$ cat src/hw/cid_params.svh
// Purpose: Constants for the compare/inc/dec/interrupt/idle execution block
// Assumes: APB byte addresses, 8-bit CPU data
// Notes:   Offsets, field positions, reset values, opcodes and cycle counts
`ifndef CID_PARAMS_SVH
`define CID_PARAMS_SVH

// Register byte offsets
`define CID_OFS_CMD     12'h000
`define CID_OFS_STATUS  12'h004
`define CID_OFS_FLAGS   12'h008
`define CID_OFS_SYSMODE 12'h00C
`define CID_OFS_PEND    12'h010
`define CID_OFS_REGS    12'h040

// Status fields
`define CID_ST_BUSY_BIT  0
`define CID_ST_SLEEP_BIT 1
`define CID_ST_BADOP_BIT 2

// Flags register fields
`define CID_FLAG_C 7
`define CID_FLAG_Z 6
`define CID_FLAG_S 5
`define CID_FLAG_V 4
`define CID_FLAG_D 3
`define CID_FLAG_H 2

// Global interrupt enable bit of system_mode_reg
`define CID_SYM_IE_BIT 2

// Reset values
`define CID_RST_FLAGS 8'h00
`define CID_RST_SYM   8'h00

// Opcodes
`define CID_OP_CP_RR   8'hA2
`define CID_OP_CP_RIR  8'hA3
`define CID_OP_CP_RGRG 8'hA4
`define CID_OP_CP_RGIR 8'hA5
`define CID_OP_CP_IM   8'hA6
`define CID_OP_DEC_R   8'h00
`define CID_OP_DEC_IR  8'h01
`define CID_OP_INC_R   8'h20
`define CID_OP_INC_IR  8'h21
`define CID_OP_INC_WR  4'hE
`define CID_OP_DI      8'h8F
`define CID_OP_EI      8'h9F
`define CID_OP_IDLE    8'h6F

// Overflow corner values
`define CID_MIN_NEG 8'h80
`define CID_MAX_POS 8'h7F

// Execution lengths in CPU cycles
`define CID_CYC_SHORT 3'h4
`define CID_CYC_LONG  3'h6

`endif

$ cat src/hw/cid_pkg.sv
// Purpose: Types shared by the execution block and its flag unit
// Assumes: Constants come from cid_params.svh
// Notes:   No codes given to states
package cid_pkg;
    typedef enum logic [1:0] {CID_READY, CID_RUN, CID_SLEEP} cid_state_t;
    typedef enum logic [1:0] {CID_ALU_NONE, CID_ALU_CMP, CID_ALU_DEC, CID_ALU_INC} cid_alu_op_t;
endpackage

$ cat src/hw/cid_exec.sv
// Purpose: Executes compare, inc, dec, interrupt enable/disable and idle
// Assumes: APB3 slave, ref_clk 250 MHz, irqReq pins asynchronous
// Notes:   Register file, flags and system_mode_reg live in this block
//
// Summary of operation
// - Compare subtracts source from destination; difference only updates flags.
// - Compare sets carry on borrow and sign on negative difference.
// - Compare leaves both operands unchanged in storage.
// - Compare overflow on opposite signs with result sign equal source; D, H kept.
// - Decrement subtracts one and writes back to the same location.
// - Decrement sets zero and sign from result; C, D, H kept.
// - Decrement overflow only when 80H becomes 7FH.
// - Increment adds one and writes back to the same location.
// - Increment sets zero and sign from result; C, D, H kept.
// - Increment overflow only when 7FH becomes 80H.
// - Interrupt disable clears system mode bit 2 only.
// - While disabled, requests still set pending bits but are not serviced.
// - Interrupt disable is opcode 8F taking 4 cycles.
// - Interrupt enable sets system mode bit 2.
// - Pending interrupts are serviced once re-enabled.
// - Idle gates the CPU clock while the oscillator runs.
// - Idle ends on an interrupt request or reset, clock restarts.
`include "cid_params.svh"
`timescale 1ns/1ps
`default_nettype none
module cid_exec #(
    parameter int NREG = 16,
    parameter int AW   = 4,
    parameter int NIRQ = 8
) (
    // Clock and reset
    input  wire logic              ref_clk,
    input  wire logic              resetn,
    // APB slave
    input  wire logic              psel,
    input  wire logic              penable,
    input  wire logic              pwrite,
    input  wire logic [11:0]       paddr,
    input  wire logic [31:0]       pwdata,
    output logic [31:0]            prdata,
    output logic                   pready,
    output logic                   pslverr,
    // Interrupt request pins
    input  wire logic [NIRQ-1:0]   irqReq,
    // CPU side
    output logic                   cpuClkEn,
    output logic                   serviceReq
);
    import cid_pkg::*;

    typedef struct packed {
        logic [NIRQ-1:0]       irqMeta;
        logic [NIRQ-1:0]       irqSync;
        logic [NIRQ-1:0]       irqLast;
        cid_state_t            st;
        logic [2:0]            cycLeft;
        logic [23:0]           cmd;
        logic                  badOp;
        logic [7:0]            flags;
        logic [7:0]            system_mode_reg;
        logic [NIRQ-1:0]       pend;
        logic [NREG-1:0][7:0]  regs;
        logic                  pready;
        logic                  pslverr;
        logic [31:0]           prdata;
        logic                  cpuClkEn;
        logic                  serviceReq;
    } cid_core_t;

    cid_core_t             s;
    cid_core_t             next_s;
    logic [1:0]            rstPipe;
    logic                  rstn;
    logic [7:0]            op;
    logic [7:0]            b1;
    logic [7:0]            b2;
    logic [AW-1:0]         dstA;
    logic [7:0]            dstVal;
    logic [7:0]            srcVal;
    cid_alu_op_t           aluOp;
    logic [7:0]            aluRes;
    logic [7:0]            aluFlags;
    logic [NIRQ-1:0]       irqEdge;
    logic                  access;
    logic [11:0]           regOff;
    logic                  isReg;
    logic [AW-1:0]         regIdx;

    // Register address from an 8-bit operand
    function automatic logic [AW-1:0] idx(input logic [7:0] a);
        return a[AW-1:0];
    endfunction

    // Cycles per opcode, zero when not handled here
    function automatic logic [2:0] cyclesOf(input logic [7:0] o);
        logic [2:0] c;
        c = 3'h0;
        unique case (o)
            `CID_OP_CP_RR, `CID_OP_DEC_R, `CID_OP_DEC_IR,
            `CID_OP_INC_R, `CID_OP_INC_IR, `CID_OP_EI,
            `CID_OP_IDLE:    c = `CID_CYC_SHORT;
            `CID_OP_DI:      c = `CID_CYC_SHORT;
            `CID_OP_CP_RIR, `CID_OP_CP_RGRG, `CID_OP_CP_RGIR,
            `CID_OP_CP_IM:   c = `CID_CYC_LONG;
            default:         c = (o[3:0] == `CID_OP_INC_WR) ? `CID_CYC_SHORT : 3'h0;
        endcase
        return c;
    endfunction

    // Reset release through two flops
    always_ff @(posedge ref_clk or negedge resetn) begin
        if (!resetn) begin
            rstPipe <= 2'h0;
        end else begin
            rstPipe <= {rstPipe[0], 1'b1};
        end
    end
    assign rstn = rstPipe[1];

    // Fields of the latched instruction
    assign op = s.cmd[7:0];
    assign b1 = s.cmd[15:8];
    assign b2 = s.cmd[23:16];

    // Operand addressing per opcode form
    always_comb begin
        dstA   = idx(b1);
        srcVal = 8'h00;
        aluOp  = CID_ALU_NONE;
        unique case (op)
            `CID_OP_CP_RR: begin
                dstA   = idx({4'h0, b1[7:4]});
                srcVal = s.regs[idx({4'h0, b1[3:0]})];
                aluOp  = CID_ALU_CMP;
            end
            `CID_OP_CP_RIR: begin
                dstA   = idx({4'h0, b1[7:4]});
                srcVal = s.regs[idx(s.regs[idx({4'h0, b1[3:0]})])];
                aluOp  = CID_ALU_CMP;
            end
            `CID_OP_CP_RGRG: begin
                dstA   = idx(b2);
                srcVal = s.regs[idx(b1)];
                aluOp  = CID_ALU_CMP;
            end
            `CID_OP_CP_RGIR: begin
                dstA   = idx(b2);
                srcVal = s.regs[idx(s.regs[idx(b1)])];
                aluOp  = CID_ALU_CMP;
            end
            `CID_OP_CP_IM: begin
                dstA   = idx(b1);
                srcVal = b2;
                aluOp  = CID_ALU_CMP;
            end
            `CID_OP_DEC_R: begin
                aluOp = CID_ALU_DEC;
            end
            `CID_OP_DEC_IR: begin
                dstA  = idx(s.regs[idx(b1)]);
                aluOp = CID_ALU_DEC;
            end
            `CID_OP_INC_R: begin
                aluOp = CID_ALU_INC;
            end
            `CID_OP_INC_IR: begin
                dstA  = idx(s.regs[idx(b1)]);
                aluOp = CID_ALU_INC;
            end
            default: begin
                if (op[3:0] == `CID_OP_INC_WR) begin
                    dstA  = idx({4'h0, op[7:4]});
                    aluOp = CID_ALU_INC;
                end
            end
        endcase
        dstVal = s.regs[dstA];
    end

    // Flag and result unit
    cid_alu u_alu (
        .aluOp    (aluOp),
        .dstVal   (dstVal),
        .srcVal   (srcVal),
        .flagsIn  (s.flags),
        .result   (aluRes),
        .flagsOut (aluFlags)
    );

    // Bus decode helpers
    assign access  = psel && penable;
    assign regOff  = paddr - `CID_OFS_REGS;
    assign isReg   = (paddr >= `CID_OFS_REGS) && (regOff[1:0] == 2'h0)
                     && (regOff[11:2] < 10'(NREG));
    assign regIdx  = regOff[AW+1:2];
    assign irqEdge = s.irqSync & ~s.irqLast;

    // Next state of the whole block
    always_comb begin
        next_s = s;

        // Request pins synchronised, then edge found
        next_s.irqMeta = irqReq;
        next_s.irqSync = s.irqMeta;
        next_s.irqLast = s.irqSync;

        // APB answer one cycle into the access phase
        next_s.pready  = 1'b0;
        next_s.pslverr = 1'b0;
        next_s.prdata  = 32'h0000_0000;
        if (access && !s.pready) begin
            next_s.pready = 1'b1;
            if (paddr == `CID_OFS_CMD) begin
                // Refused write answers with zero data
                next_s.pslverr = pwrite && (s.st != CID_READY);
                next_s.prdata  = next_s.pslverr ? 32'h0000_0000 : {8'h00, s.cmd};
            end else if (paddr == `CID_OFS_STATUS) begin
                next_s.prdata[`CID_ST_BUSY_BIT]  = (s.st == CID_RUN);
                next_s.prdata[`CID_ST_SLEEP_BIT] = (s.st == CID_SLEEP);
                next_s.prdata[`CID_ST_BADOP_BIT] = s.badOp;
            end else if (paddr == `CID_OFS_FLAGS) begin
                next_s.prdata[7:0] = s.flags;
            end else if (paddr == `CID_OFS_SYSMODE) begin
                next_s.prdata[7:0] = s.system_mode_reg;
            end else if (paddr == `CID_OFS_PEND) begin
                next_s.prdata[NIRQ-1:0] = s.pend;
            end else if (isReg) begin
                next_s.prdata[7:0] = s.regs[regIdx];
            end else begin
                next_s.pslverr = 1'b1;
            end
        end

        // Writes take effect at the completing edge
        if (access && s.pready && pwrite && !s.pslverr) begin
            if (paddr == `CID_OFS_CMD) begin
                next_s.cmd = pwdata[23:0];
                if (cyclesOf(pwdata[7:0]) == 3'h0) begin
                    next_s.badOp = 1'b1;
                end else begin
                    next_s.badOp   = 1'b0;
                    next_s.st      = CID_RUN;
                    next_s.cycLeft = cyclesOf(pwdata[7:0]) - 3'h1;
                end
            end else if (paddr == `CID_OFS_FLAGS) begin
                next_s.flags = pwdata[7:0];
            end else if (paddr == `CID_OFS_SYSMODE) begin
                next_s.system_mode_reg = pwdata[7:0];
            end else if (isReg) begin
                next_s.regs[regIdx] = pwdata[7:0];
            end
        end

        next_s.pend = s.pend | irqEdge;
        if (access && s.pready && pwrite && !s.pslverr && paddr == `CID_OFS_PEND) begin
            // Write one to clear, a new request wins
            next_s.pend = (s.pend & ~pwdata[NIRQ-1:0]) | irqEdge;
        end

        // Instruction sequencing
        unique case (s.st)
            CID_READY: begin
            end
            CID_RUN: begin
                next_s.cycLeft = s.cycLeft - 3'h1;
                if (s.cycLeft == 3'h0) begin
                    next_s.st = CID_READY;
                    unique case (aluOp)
                        CID_ALU_CMP: begin
                            next_s.flags = aluFlags;
                        end
                        CID_ALU_DEC: begin
                            next_s.regs[dstA] = aluRes;
                            next_s.flags      = aluFlags;
                        end
                        CID_ALU_INC: begin
                            next_s.regs[dstA] = aluRes;
                            next_s.flags      = aluFlags;
                        end
                        CID_ALU_NONE: begin
                            if (op == `CID_OP_DI) begin
                                next_s.system_mode_reg[`CID_SYM_IE_BIT] = 1'b0;
                            end else if (op == `CID_OP_EI) begin
                                next_s.system_mode_reg[`CID_SYM_IE_BIT] = 1'b1;
                            end else if (op == `CID_OP_IDLE) begin
                                next_s.st = CID_SLEEP;
                            end
                        end
                    endcase
                end
            end
            CID_SLEEP: begin
                if (|irqEdge) begin
                    next_s.st = CID_READY;
                end
            end
        endcase

        // CPU clock gate, oscillator domain keeps running
        next_s.cpuClkEn = (next_s.st != CID_SLEEP);
        next_s.serviceReq = next_s.system_mode_reg[`CID_SYM_IE_BIT] && (|next_s.pend);
    end

    // State register
    always_ff @(posedge ref_clk or negedge rstn) begin
        if (!rstn) begin
            s            <= '0;
            s.st         <= CID_READY;
            s.flags      <= `CID_RST_FLAGS;
            s.system_mode_reg        <= `CID_RST_SYM;
            s.cpuClkEn   <= 1'b1;
        end else begin
            s <= next_s;
        end
    end

    // Outputs straight from the state register
    assign prdata     = s.prdata;
    assign pready     = s.pready;
    assign pslverr    = s.pslverr;
    assign cpuClkEn   = s.cpuClkEn;
    assign serviceReq = s.serviceReq;
endmodule
`default_nettype wire

$ cat src/hw/cid_alu.sv
// Purpose: Result and flag computation for compare, decrement, increment
// Assumes: 8-bit two's complement operands
// Notes:   Purely combinational; D and H pass through untouched
`include "cid_params.svh"
`timescale 1ns/1ps
`default_nettype none
module cid_alu (
    // Operation select
    input  wire cid_pkg::cid_alu_op_t aluOp,
    // Operands and flags in
    input  wire logic [7:0]           dstVal,
    input  wire logic [7:0]           srcVal,
    input  wire logic [7:0]           flagsIn,
    // Results
    output logic [7:0]                result,
    output logic [7:0]                flagsOut
);
    import cid_pkg::*;

    // Result and flags per operation
    always_comb begin
        result   = dstVal;
        flagsOut = flagsIn;
        unique case (aluOp)
            CID_ALU_CMP: begin
                result = dstVal - srcVal;
                flagsOut[`CID_FLAG_C] = (srcVal > dstVal);
                flagsOut[`CID_FLAG_S] = result[7];
                flagsOut[`CID_FLAG_Z] = (result == 8'h00);
                flagsOut[`CID_FLAG_V] = (dstVal[7] != srcVal[7]) && (result[7] == srcVal[7]);
            end
            CID_ALU_DEC: begin
                result = dstVal - 8'h01;
                flagsOut[`CID_FLAG_Z] = (result == 8'h00);
                flagsOut[`CID_FLAG_S] = result[7];
                flagsOut[`CID_FLAG_V] = (dstVal == `CID_MIN_NEG) && (result == `CID_MAX_POS);
            end
            CID_ALU_INC: begin
                result = dstVal + 8'h01;
                flagsOut[`CID_FLAG_Z] = (result == 8'h00);
                flagsOut[`CID_FLAG_S] = result[7];
                flagsOut[`CID_FLAG_V] = (dstVal == `CID_MAX_POS) && (result == `CID_MIN_NEG);
            end
            CID_ALU_NONE: begin
                result   = dstVal;
                flagsOut = flagsIn;
            end
        endcase
    end
endmodule
`default_nettype wire

$ cat config.mk
export PLATFORM = sky130hd
export DESIGN_NAME = cid_exec
export DESIGN_NICKNAME = d
export VERILOG_FILES = /design/src/hw/cid_pkg.sv /design/src/hw/cid_exec.sv /design/src/hw/cid_alu.sv
export VERILOG_INCLUDE_DIRS = /design/src /design/src/hw
export SDC_FILE = /design/constraint.sdc
export NUM_CORES = 1
export LEC_CHECK = 0
export BUFFER_PORTS_ARGS = -buffer_cell sky130_fd_sc_hd__buf_2
export CORE_UTILIZATION = 30
export DETAILED_ROUTE_END_ITERATION = 6
export PLACE_DENSITY = 0.51
export SYNTH_ARGS = -nofsm -noshare
export SYNTH_HDL_FRONTEND = slang
export SYNTH_HIERARCHICAL = 1
export SYNTH_SLANG_ARGS = --single-unit
$ cat constraint.sdc
create_clock -name ref_clk -period 17.2 [get_ports ref_clk]
set_clock_uncertainty 0.2 [all_clocks]
set_input_delay 3.44 -clock ref_clk [delete_from_list [all_inputs] [get_ports ref_clk]]
set_output_delay 3.44 -clock ref_clk [all_outputs]
set_load 0.02 [all_outputs]
### Word-level counts from Yosys, hierarchy flattened

Cells that the tools add are included.
Widths: inputs -> output; s select.

* flip-flop bits (word level): 244
* output and inout port bits: 36
* input port bits: 57
* word-level logic and storage cells: 227

* $add $sub $neg: 6
* equal/unequal tests: 43
* multiplexer cells: 78
* magnitude comparators: 9
* reduce and logical (&&, ||, !) cells: 48
* bitwise logic cells: 8

Operators with widths (count)
* $mux 128: 8
* $bwmux 128: 2
* $mux 8: 18
* $bmux 8 s4: 4
* $eq 8x8->1 const B: 16
* $demux 8 s4: 2
* $mux 46: 1
* $logic_not 8->1: 5
* $mux 34: 1
* $eq 8x6->1 const B: 4
* $eq 8x7->1 const B: 4
* $mux 16: 2
* $pmux 8 s4: 1
* $mux 30: 1
* $eq 12x4->1 const B: 2
* $mux 24: 1
* $mux 3: 8
* $pmux 8 s3: 1
* $reduce_or 8->1: 3
* $lt 4x5->1 const B: 4
* $and 8x8->8: 2
* $eq 8x1->1 const B: 2
* $not 8->8: 2
* $or 8x8->8: 2
* other kinds (41): 96

### Depth between registers and ports, before layout

Gate-level depths: netlist of run 1.

* depth in word-level cells: 19
* depth in mapped cells: 25
* mapped depth without buffers: 19

### Modules after synthesis

Netlist of run 1, hierarchy kept.

By module, submodules not included
* cid_exec: seq. area each 5906.9 um2, area an instance 15920.3 um2, instances 1, cells each 1527
* cid_alu: seq. area each 0.0 um2, area an instance 1121.1 um2, instances 1, cells each 175

### Worst setup path before layout of run 1

Ideal clock, no wire load.

* path kind: input -> register
* start: in paddr[2]
* end: reg s[60] in the netlist's numbering
* slack: 10.987 ns
* stages: 7
* setup time: 0.125 ns
* path buffers: 3
* data required time: 16.875 ns
* arrival: 5.887 ns
* path through: clkbuf_1 > clkbuf_1 > buf_2 > nand3_1 > nor3_1 > mux2_2 > mux2_4

RTL lines
* start, declared: RTL line cid_exec.sv:38 `input wire logic [11:0] paddr,`
* end signal, assigned: RTL line cid_exec.sv:313 `s <= next_s;`
* end, declared: RTL line cid_exec.sv:70 `cid_core_t s;`

==> impl_metrics.env, run 1 <==
export IMPL_syn_inst=1702
export IMPL_htreeDepth=1
export IMPL_grt_max_degree=75
export IMPL_worstMarginPinSlew_ns=1.41
export IMPL_status="finished, final reports clean"
export IMPL_globalplace_congestion=0.895
export IMPL_cp_common_cell="a21oi_1"
export IMPL_cts_root_buf="clkbuf_16"
export IMPL_hold_class="reg2reg"
export IMPL_fmax_mhz=139
export IMPL_core_area_sq_um=55600
export IMPL_antenna_cells_inserted=0
export IMPL_sw_frac_of_total=0.240
export IMPL_clock_latency_ns=0.57
export IMPL_cts_sinks=236
export IMPL_synth_edff_count=0
export IMPL_die_area_sq_um=57800
export IMPL_yosysWarnings=6
export IMPL_finalSetupViolCount=0
export IMPL_cts_tree="built"
export IMPL_async_flop_share=1.00
export IMPL_cts_buffers=28
export IMPL_start_util=0.306
export IMPL_whs_path_depth=0
export IMPL_yosys_area_top_type="dfrtp_1"
export IMPL_period_needed_ns=7.18
export IMPL_grt_pass1_wl_mm=89.8
export IMPL_finalHoldViolations=0
export IMPL_synth_top_area_share=0.345
export IMPL_synth_ff_type="dfrtp_1"
export IMPL_postRouteWirelength_mm=60.5
export IMPL_vias=13800
export IMPL_syn_area_sq_um=17000
export IMPL_cts_setup_buffers=0
export IMPL_grtUsageMet3=0.0352
export IMPL_cp_arrival_ns=7.44
export IMPL_rows=86
export IMPL_viasPerCell=5.65
export IMPL_die_w_um=240
export IMPL_hold_buffers=0
export IMPL_drt_pass1_iter_count=5
export IMPL_fin_crit_sh=0.417
export IMPL_p_int_w=0.000920
export IMPL_grt_total_usage=0.210
export IMPL_worstRegToRegCells=21
export IMPL_io_buffers=76
export IMPL_setup_worst_path_end_class="flop"
export IMPL_crit_fanout=25
export IMPL_critical_path_class="reg2reg"
export IMPL_met1_usage=0.277
export IMPL_num_io_pins=93
export IMPL_overflow=0
export IMPL_final_max_slew_viol_count=0
export IMPL_wl_per_cell_um=24.8
export IMPL_synth_distinct_cells=86
export IMPL_worst_ir_drop_vdd_mv=0.0805
export IMPL_drt_initial_drc_count=1501
export IMPL_p_leak_nw=7.66
export IMPL_synth_seq_cells=236
export IMPL_p_comb_frac=0.048
export IMPL_cp_slowest_cell="or4_1"
export IMPL_clkTransAtPathRegs_ns=0.06
export IMPL_final_util=0.337
export IMPL_drive_gt1_frac=0.239
export IMPL_worstPathCellList="buf_4 > clkinv_1 > mux4_2 > a211oi_1 > o41a_1 > nand2b_1 > a221oi_1 > or4_1 > inv_1 > ha_1 > inv_1 > fa_1 > a211oi_1 > o21bai_1 > a21oi_1 > xor2_1 > o211a_1 > a21oi_1 > buf_4 > nor2_1 > a21oi_1"
export IMPL_cts_max_path_buffers=3
export IMPL_ys_seq_area_frac=0.347
export IMPL_area_growth_pct=9.90
export IMPL_power_frac_clock=0.487
export IMPL_antenna_found_initial=0
export IMPL_max_stage_delay_ns=0.76
export IMPL_start_kind="flop"
export IMPL_nets=1749
export IMPL_detail_route_drc_violations=0
export IMPL_die_y_um=240
export IMPL_grt_busiest_layer="met2"
export IMPL_antenna_left=0
export IMPL_power_density_nw_per_um2=64.6
export IMPL_setup_tns_final_ns=0
export IMPL_met2_usage=0.338
export IMPL_syn_avg_cell_area_sq_um=10.0
export IMPL_grt_setup_unrepaired="false"
export IMPL_yosys_top_cells_area="dfrtp_1 (35%), mux2i_1 (12%), mux4_2 (9.6%)"
export IMPL_dp_hpwl_mm=41.6
export IMPL_grt_pass1_vias=13400
export IMPL_cts_resized_gates=0
export IMPL_max_cap_violations=0
export IMPL_power_switching_w=0.000290
export IMPL_slew_headroom=0.0569
export IMPL_seq_power_share=0.465
export IMPL_cp_required_ns=17.46
-- placed cells by master (no fill, tap or decap), types with 12 or more instances in the layout --
master	instances
a21o_1	13
a21oi_1	148
a221oi_1	33
and3_1	21
buf_2	76
buf_4	36
clkbuf_16	29
dfrtp_1	233
ha_1	18
inv_1	28
mux2_2	125
mux2_4	16
mux2i_1	199
mux4_2	73
nand2_1	199
nand2b_1	12
nand3_1	29
nor2_1	105
nor3_1	18
o211ai_1	13
o21ai_0	30
or4_1	12
xnor2_1	15
-- synth_stat cells, drive strengths merged, types with 18 or more instances --
cell,number
dfrtp,235
nand2,200
mux2i,199
a21oi,150
mux2,143
nor2,113
clkbuf,104
buf,74
mux4,74
a221oi,34
o21ai,32
nand3,29
inv,28
and3,21
nor3,21
ha,18
-- cell families (layout without fill, tap and decap cells) --
group,Yosys count,after routing,synth area share
compound gates,315,315,0.120
xor+xnor,20,20,0.0103
fa+ha+maj,19,19,0.0144
buf+inv,209,194,0.0583
flops,236,236,0.347
mux,416,416,0.313
other cells,2,9,0.000441
simple gates,485,485,0.137
-- area by class of cell --
type | count | area [sq um]
multi-input cells | 1264 | 10200
repair buffers | 112 | 651
well taps | 748 | 936
clock inverters | 9 | 77.6
clock buffers | 42 | 825
flip-flops and latches | 236 | 5910
fillers | 5628 | 36900
inverters | 31 | 116
-- critical path, delay by kind of cell (launching register included) --
kind,cells,cell delay [ns]
multiplexers,1,0.65
adder cells (fa/ha/maj),2,0.62
flip-flops,1,0.32
AO/OA/AOI/OAI,9,2.00
buffers and inverters,5,1.63
XOR/XNOR,1,0.12
AND/OR/NAND/NOR,3,1.49
-- power groups by stage --
stage,sequential [W],clock [W],combinational [W]
after floorplan,0.000578,0,0.0000287
after detailed placement,0.000573,0,0.0000577
final,0.000562,0.000589,0.0000579
after global placement,0.000573,0,0.0000572
after global routing,0.000563,0.000623,0.0000623
after CTS,0.000563,0.000603,0.0000579
-- worst paths after layout --
check | from | end | slack (ns)
worst max-delay path | b1[0] | s[146] | 10.02
worst min-delay path | next_s[229] | next_s[221] | 0.14
worst max register to register | b1[0] | s[146] | 10.02
worst min register to register | next_s[229] | next_s[221] | 0.14
max in group asynchronous | resetn | rstPipe[1] | 14.24
min in group asynchronous | rstPipe[1] | s[182] | 0.17
-- sequential cells by signal (all words and copies together) (netlist names) --
name,flops
op,8
next_s,16
s,166
pslverr,1
b2,8
serviceReq,1
rstPipe,2
b1,8
prdata,24
cpuClkEn,1
pready,1
-- through the flow --
| stage | hold WS [ns] | instances | area (sq um) | total power [W] | worst slack (ns) |
|---|---|---|---|---|---|
| floorplan | 0.131 | 1709 | 17100 | 0.000607 | 9.94 |
| global placement | 0.134 | 2391 | 17800 | 0.000630 | 10.21 |
| detailed placement | 0.136 | 2391 | 17800 | 0.000631 | 10.14 |
| CTS | 0.149 | 2442 | 18700 | 0.00122 | 10.15 |
| global route | 0.152 | 2442 | 18700 | 0.00125 | 9.68 |
| finish | 0.143 | 2442 | 18700 | 0.00121 | 10.02 |
-- metal layers --
metal | wire length (um) | vias to the layer above
met3 | 4280 | 141
met4 | 2610 | 0
met1 | 25600 | 6902
met5 | 0 | -
met2 | 28000 | 583
li1 | - | 6170
Power figures use the tool's default switching activity.
==> inputs of run 2 (changes only) <==
==> constraint.sdc (replaced) <==
create_clock -name ref_clk -period 7.4 [get_ports ref_clk]
set_clock_uncertainty 0.2 [all_clocks]
set_input_delay 1.48 -clock ref_clk [delete_from_list [all_inputs] [get_ports ref_clk]]
set_output_delay 1.48 -clock ref_clk [all_outputs]
set_load 0.02 [all_outputs]
==> impl_metrics.env, run 2 (synthesized netlist as in run 1, its figures left out) <==
export IMPL_drive_gt1_frac=0.246
export IMPL_detail_route_drc_violations=0
export IMPL_crit_fanout=16
export IMPL_cp_arrival_ns=7.22
export IMPL_worstMarginPinSlew_ns=1.29
export IMPL_final_cell_mix="dfrtp_1 (233), mux2i_1 (199), nand2_1 (199), a21oi_1 (148), mux2_2 (125)"
export IMPL_grt_pass1_wl_mm=90.5
export IMPL_start_kind="flop"
export IMPL_fin_crit_sh=0.939
export IMPL_setup_tns_final_ns=0
export IMPL_nets=1762
export IMPL_period_needed_ns=6.95
export IMPL_grt_pass1_vias=13300
export IMPL_antenna_found_initial=2
export IMPL_worst_ir_drop_vdd_mv=0.166
export IMPL_core_area_sq_um=55600
export IMPL_cts_setup_buffers=0
export IMPL_cts_buffers=29
export IMPL_largest_reg_flops=166
export IMPL_fmax_mhz=144
export IMPL_critical_path_class="reg2reg"
export IMPL_vias=13900
export IMPL_cts_tree="built"
export IMPL_hold_buffers=0
export IMPL_cts_sinks=236
export IMPL_finalSetupViolCount=0
export IMPL_cts_max_path_buffers=3
export IMPL_grt_max_degree=185
export IMPL_slew_headroom=0.136
export IMPL_p_leak_nw=7.80
export IMPL_io_buffers=76
export IMPL_cp_required_ns=7.67
export IMPL_multi_input_area_sq_um=10200
export IMPL_die_area_sq_um=57800
export IMPL_final_max_slew_viol_count=0
export IMPL_setup_worst_path_end_class="flop"
export IMPL_clkTransAtPathRegs_ns=0.06
export IMPL_die_y_um=240
export IMPL_wl_per_cell_um=24.7
export IMPL_start_util=0.306
export IMPL_rows=86
export IMPL_drt_pass1_iter_count=7
export IMPL_antenna_cells_inserted=0
export IMPL_htreeDepth=1
export IMPL_antenna_left=0
export IMPL_viasPerCell=5.67
export IMPL_hold_class="reg2reg"
export IMPL_overflow=0
export IMPL_area_growth_pct=11.6
export IMPL_globalplace_congestion=0.938
export IMPL_clock_latency_ns=0.59
export IMPL_grt_setup_unrepaired="false"
export IMPL_power_density_nw_per_um2=160
export IMPL_status="finished, final reports clean"
export IMPL_cts_root_buf="clkbuf_16"
export IMPL_max_cap_violations=0
export IMPL_num_io_pins=93
export IMPL_dp_hpwl_mm=43.2
export IMPL_drt_initial_drc_count=1365
export IMPL_cts_resized_gates=0
export IMPL_die_w_um=240
export IMPL_whs_ns=0.143
export IMPL_grt_total_usage=0.211
export IMPL_top_register="s"
export IMPL_finalHoldViolations=0
export IMPL_nFillCells=5649
export IMPL_postRouteWirelength_mm=60.5
export IMPL_final_common_cell="dfrtp_1"
export IMPL_seq_area_sq_um=5910
==> run 2: cell types whose count changed in the layout (fill, tap and decap cells not counted), moves of 2 or more <==
cell,delta
buf_4,+9
clkbuf_1,-5
clkbuf_8,+2
bufinv_16,+5
buf_12,+3
clkinv_2,-2
==> run 2: worst paths after layout <==
check / startpoint / to / slack [ns] / depth (start not counted)
max: b1[0] / s[114] / 0.45 / 21
max reg2reg: b1[0] / s[114] / 0.45 / 21
min in group asynchronous: rstPipe[1] / next_s[231] / 0.18 / 0
min reg2reg: next_s[232] / next_s[224] / 0.14 / 0
min: next_s[232] / next_s[224] / 0.14 / 0
max in group asynchronous: rstPipe[1] / s[103] / 5.33 / 1
==> run 2: report_power, final <==
part	switching (W)	internal, W	leakage, nW	total, W
clock network	0.000599	0.000997	0.518	0.00160
registers	0.00000847	0.00130	2.77	0.00131
logic	0.0000952	0.0000399	4.52	0.000135
total	0.000702	0.00234	7.80	0.00304
==> run 2: per-layer routing <==
layer	share of wire	wire length, um	up-vias	global-route usage
met5	0.00041	25	-	0
met1	0.43	26100	6998	0.284
met3	0.076	4610	114	0.0403
met2	0.46	27900	635	0.340
met4	0.031	1900	4	0.0622
li1	-	-	6179	-
==> run 2: through the flow <==
| step | setup WS (ns) | power (W) | util | cells | cell area [sq um] |
|---|---|---|---|---|---|
| 3_3_place_gp | 0.742 | 0.00147 | 0.323 | 2403 | 17900 |
| 6_report | 0.452 | 0.00304 | 0.342 | 2455 | 19000 |
| 5_1_grt | 0.104 | 0.00312 | 0.342 | 2455 | 19000 |
| 3_5_place_dp | 0.725 | 0.00147 | 0.323 | 2403 | 17900 |
| 2_1_floorplan | 0.138 | 0.00141 | - | 1709 | 17100 |
| 4_1_cts | 0.678 | 0.00306 | 0.342 | 2455 | 19000 |
==> run 2: critical path: stages, from the launching register on <==
cell and delay [ns]:
dfrtp_1 0.84, clkinv_1 0.53, mux4_2 0.51, o2111ai_2 0.10, a32oi_1 1.02, or2_1 0.21
buf_4 0.20, a221oi_1 0.10, or4_1 0.62, inv_1 0.16, ha_1 0.18, inv_1 0.05
fa_1 0.42, a211oi_1 0.26, o21bai_1 0.13, a21oi_1 0.22, xor2_1 0.13, o211a_1 0.23
a21oi_1 0.11, buf_4 0.31, nor2_1 0.10, a21oi_1 0.15
==> run 2: cell type report <==
type	count	share of cell area
sequential	236	0.311
inverter	31	0.00612
clock inverter	13	0.0125
clock buffer	39	0.0438
multi-input combinational	1264	0.536
tap	748	0.0492
timing repair buffer	124	0.0409
==> inputs of run 3 (changes only) <==
--- a/config.mk
+++ b/config.mk
@@ -7,6 +7,7 @@
 export NUM_CORES = 1
 export LEC_CHECK = 0
 export BUFFER_PORTS_ARGS = -buffer_cell sky130_fd_sc_hd__buf_2
+export CORE_MARGIN = 2
 export CORE_UTILIZATION = 30
 export DETAILED_ROUTE_END_ITERATION = 6
 export PLACE_DENSITY = 0.51
==> impl_metrics.env, run 3 (synthesized netlist as in run 1, its figures left out) <==
export IMPL_status="finished, final reports clean"
export IMPL_top_register="s"
export IMPL_fin_crit_sh=0.924
export IMPL_hold_buffers=0
export IMPL_final_util=0.336
export IMPL_cts_setup_buffers=0
export IMPL_critPathBufInv=5
export IMPL_cts_sinks=236
export IMPL_detail_route_drc_violations=0
export IMPL_setup_tns_final_ns=0
export IMPL_drive_gt1_frac=0.247
export IMPL_setup_worst_path_end_class="flop"
export IMPL_cts_buffers=28
export IMPL_globalplace_congestion=0.900
export IMPL_nFillCells=5738
export IMPL_vias=13900
export IMPL_cts_resized_gates=0
export IMPL_grt_setup_unrepaired="false"
export IMPL_cts_tree="built"
export IMPL_cts_root_buf="clkbuf_16"
export IMPL_finalSetupViolCount=0
export IMPL_finalHoldViolations=0
export IMPL_overflow=0
export IMPL_die_y_um=242
export IMPL_cts_max_path_buffers=3
export IMPL_worst_ir_drop_vdd_mv=0.156
export IMPL_num_io_pins=93
export IMPL_grt_pass1_vias=13300
export IMPL_grt_pass1_wl_mm=90.1
export IMPL_viasPerCell=5.63
export IMPL_start_kind="flop"
export IMPL_area_growth_pct=10.9
export IMPL_clock_latency_ns=0.57
export IMPL_final_common_cell="dfrtp_1"
export IMPL_dp_hpwl_mm=43.3
export IMPL_antenna_cells_inserted=0
export IMPL_drt_pass1_iter_count=6
export IMPL_antenna_left=0
export IMPL_die_area_sq_um=58700
export IMPL_cp_top_family="compound AO/OA/AOI/OAI gates"
export IMPL_drt_initial_drc_count=1524
export IMPL_cp_required_ns=7.66
export IMPL_rows=87
export IMPL_final_max_slew_viol_count=0
export IMPL_io_buffers=76
export IMPL_antenna_found_initial=1
export IMPL_hold_class="reg2reg"
export IMPL_largest_reg_flops=166
export IMPL_slew_headroom=0.242
export IMPL_crit_fanout=16
export IMPL_cp_arrival_ns=7.10
export IMPL_critical_path_class="reg2reg"
export IMPL_wl_per_cell_um=24.3
export IMPL_postRouteWirelength_mm=60.0
export IMPL_htreeDepth=1
export IMPL_max_stage_delay_ns=0.84
export IMPL_nets=1764
export IMPL_total_power_w=0.00283
export IMPL_grt_total_usage=0.201
export IMPL_core_area_sq_um=56300
export IMPL_worstMarginPinSlew_ns=1.13
export IMPL_p_leak_nw=7.76
export IMPL_max_cap_violations=0
export IMPL_cp_common_cell="a21oi_1"
export IMPL_start_util=0.303
export IMPL_period_needed_ns=6.84
export IMPL_cp_slowest_cell="or4_1"
export IMPL_die_w_um=242
export IMPL_grt_max_degree=72
export IMPL_fmax_mhz=146
export IMPL_final_cell_mix="dfrtp_1 (233), mux2i_1 (199), nand2_1 (199), a21oi_1 (148), mux2_2 (125)"
export IMPL_clkTransAtPathRegs_ns=0.06
export IMPL_power_density_nw_per_um2=150
export IMPL_worstPathCellList="clkinv_1 > mux4_2 > o2111ai_2 > a32oi_1 > buf_4 > nand2b_1 > a221oi_1 > or4_1 > inv_1 > ha_1 > inv_1 > fa_1 > a211oi_1 > o21bai_1 > a21oi_1 > xor2_1 > o211a_1 > a21oi_1 > buf_4 > nor2_1 > a21oi_1"
-- run 3: cell types whose count changed in the layout (fill, tap and decap cells not counted) --
cell and delta:
nor3_2 +1, bufinv_16 -4, inv_16 -1, clkinv_2 +6, buf_12 -1, clkbuf_16 -1, clkbuf_1 +1, buf_4 +4
clkinv_8 +1, nor3_1 -1, clkbuf_8 -2
-- run 3: area by class of cell --
| type | count | area [sq um] | share of cell area |
|---|---|---|---|
| clock inverter | 15 | 144 | 0.00762 |
| clock buffer | 37 | 785 | 0.0415 |
| timing repair buffer | 127 | 788 | 0.0417 |
| tap | 756 | 946 | 0.0501 |
| inverter | 31 | 116 | 0.00616 |
| multi-input combinational | 1264 | 10200 | 0.540 |
| sequential | 236 | 5910 | 0.313 |
-- run 3: stage by stage --
step	cell area (sq um)	instances	hold slack, ns	worst slack, ns
2_1_floorplan	17100	1709	0.131	0.138
3_3_place_gp	18000	2414	0.137	0.728
3_5_place_dp	18000	2414	0.137	0.715
4_1_cts	18900	2466	0.148	0.641
5_1_grt	18900	2466	0.151	0.100
6_report	18900	2466	0.146	0.560
-- run 3: power breakdown --
group          total, W  switching [W]  internal [W]
Sequential      0.00131      0.0000103       0.00130
Combinational  0.000133      0.0000931     0.0000402
Clock           0.00139       0.000575      0.000814
-- run 3: worst paths after layout --
check / slack (ns) / startpoint / end / cells past startpoint
worst min-delay path: 0.15 / next_s[232] / next_s[224] / 0
min in group asynchronous: 0.28 / rstPipe[1] / next_s[223] / 0
worst min register to register: 0.15 / next_s[232] / next_s[224] / 0
worst max-delay path: 0.56 / b1[0] / s[106] / 21
worst max register to register: 0.56 / b1[0] / s[106] / 21
max in group asynchronous: 5.25 / rstPipe[1] / s[102] / 1
-- run 3: layer usage --
layer / routed length, um / track usage / vias to the layer above
met3: 4310 / 0.0312 / 103
met4: 2380 / 0.0744 / 2
met2: 27600 / 0.322 / 643
met5: 13 / 0 / -
met1: 25700 / 0.272 / 6940
li1: - / - / 6193
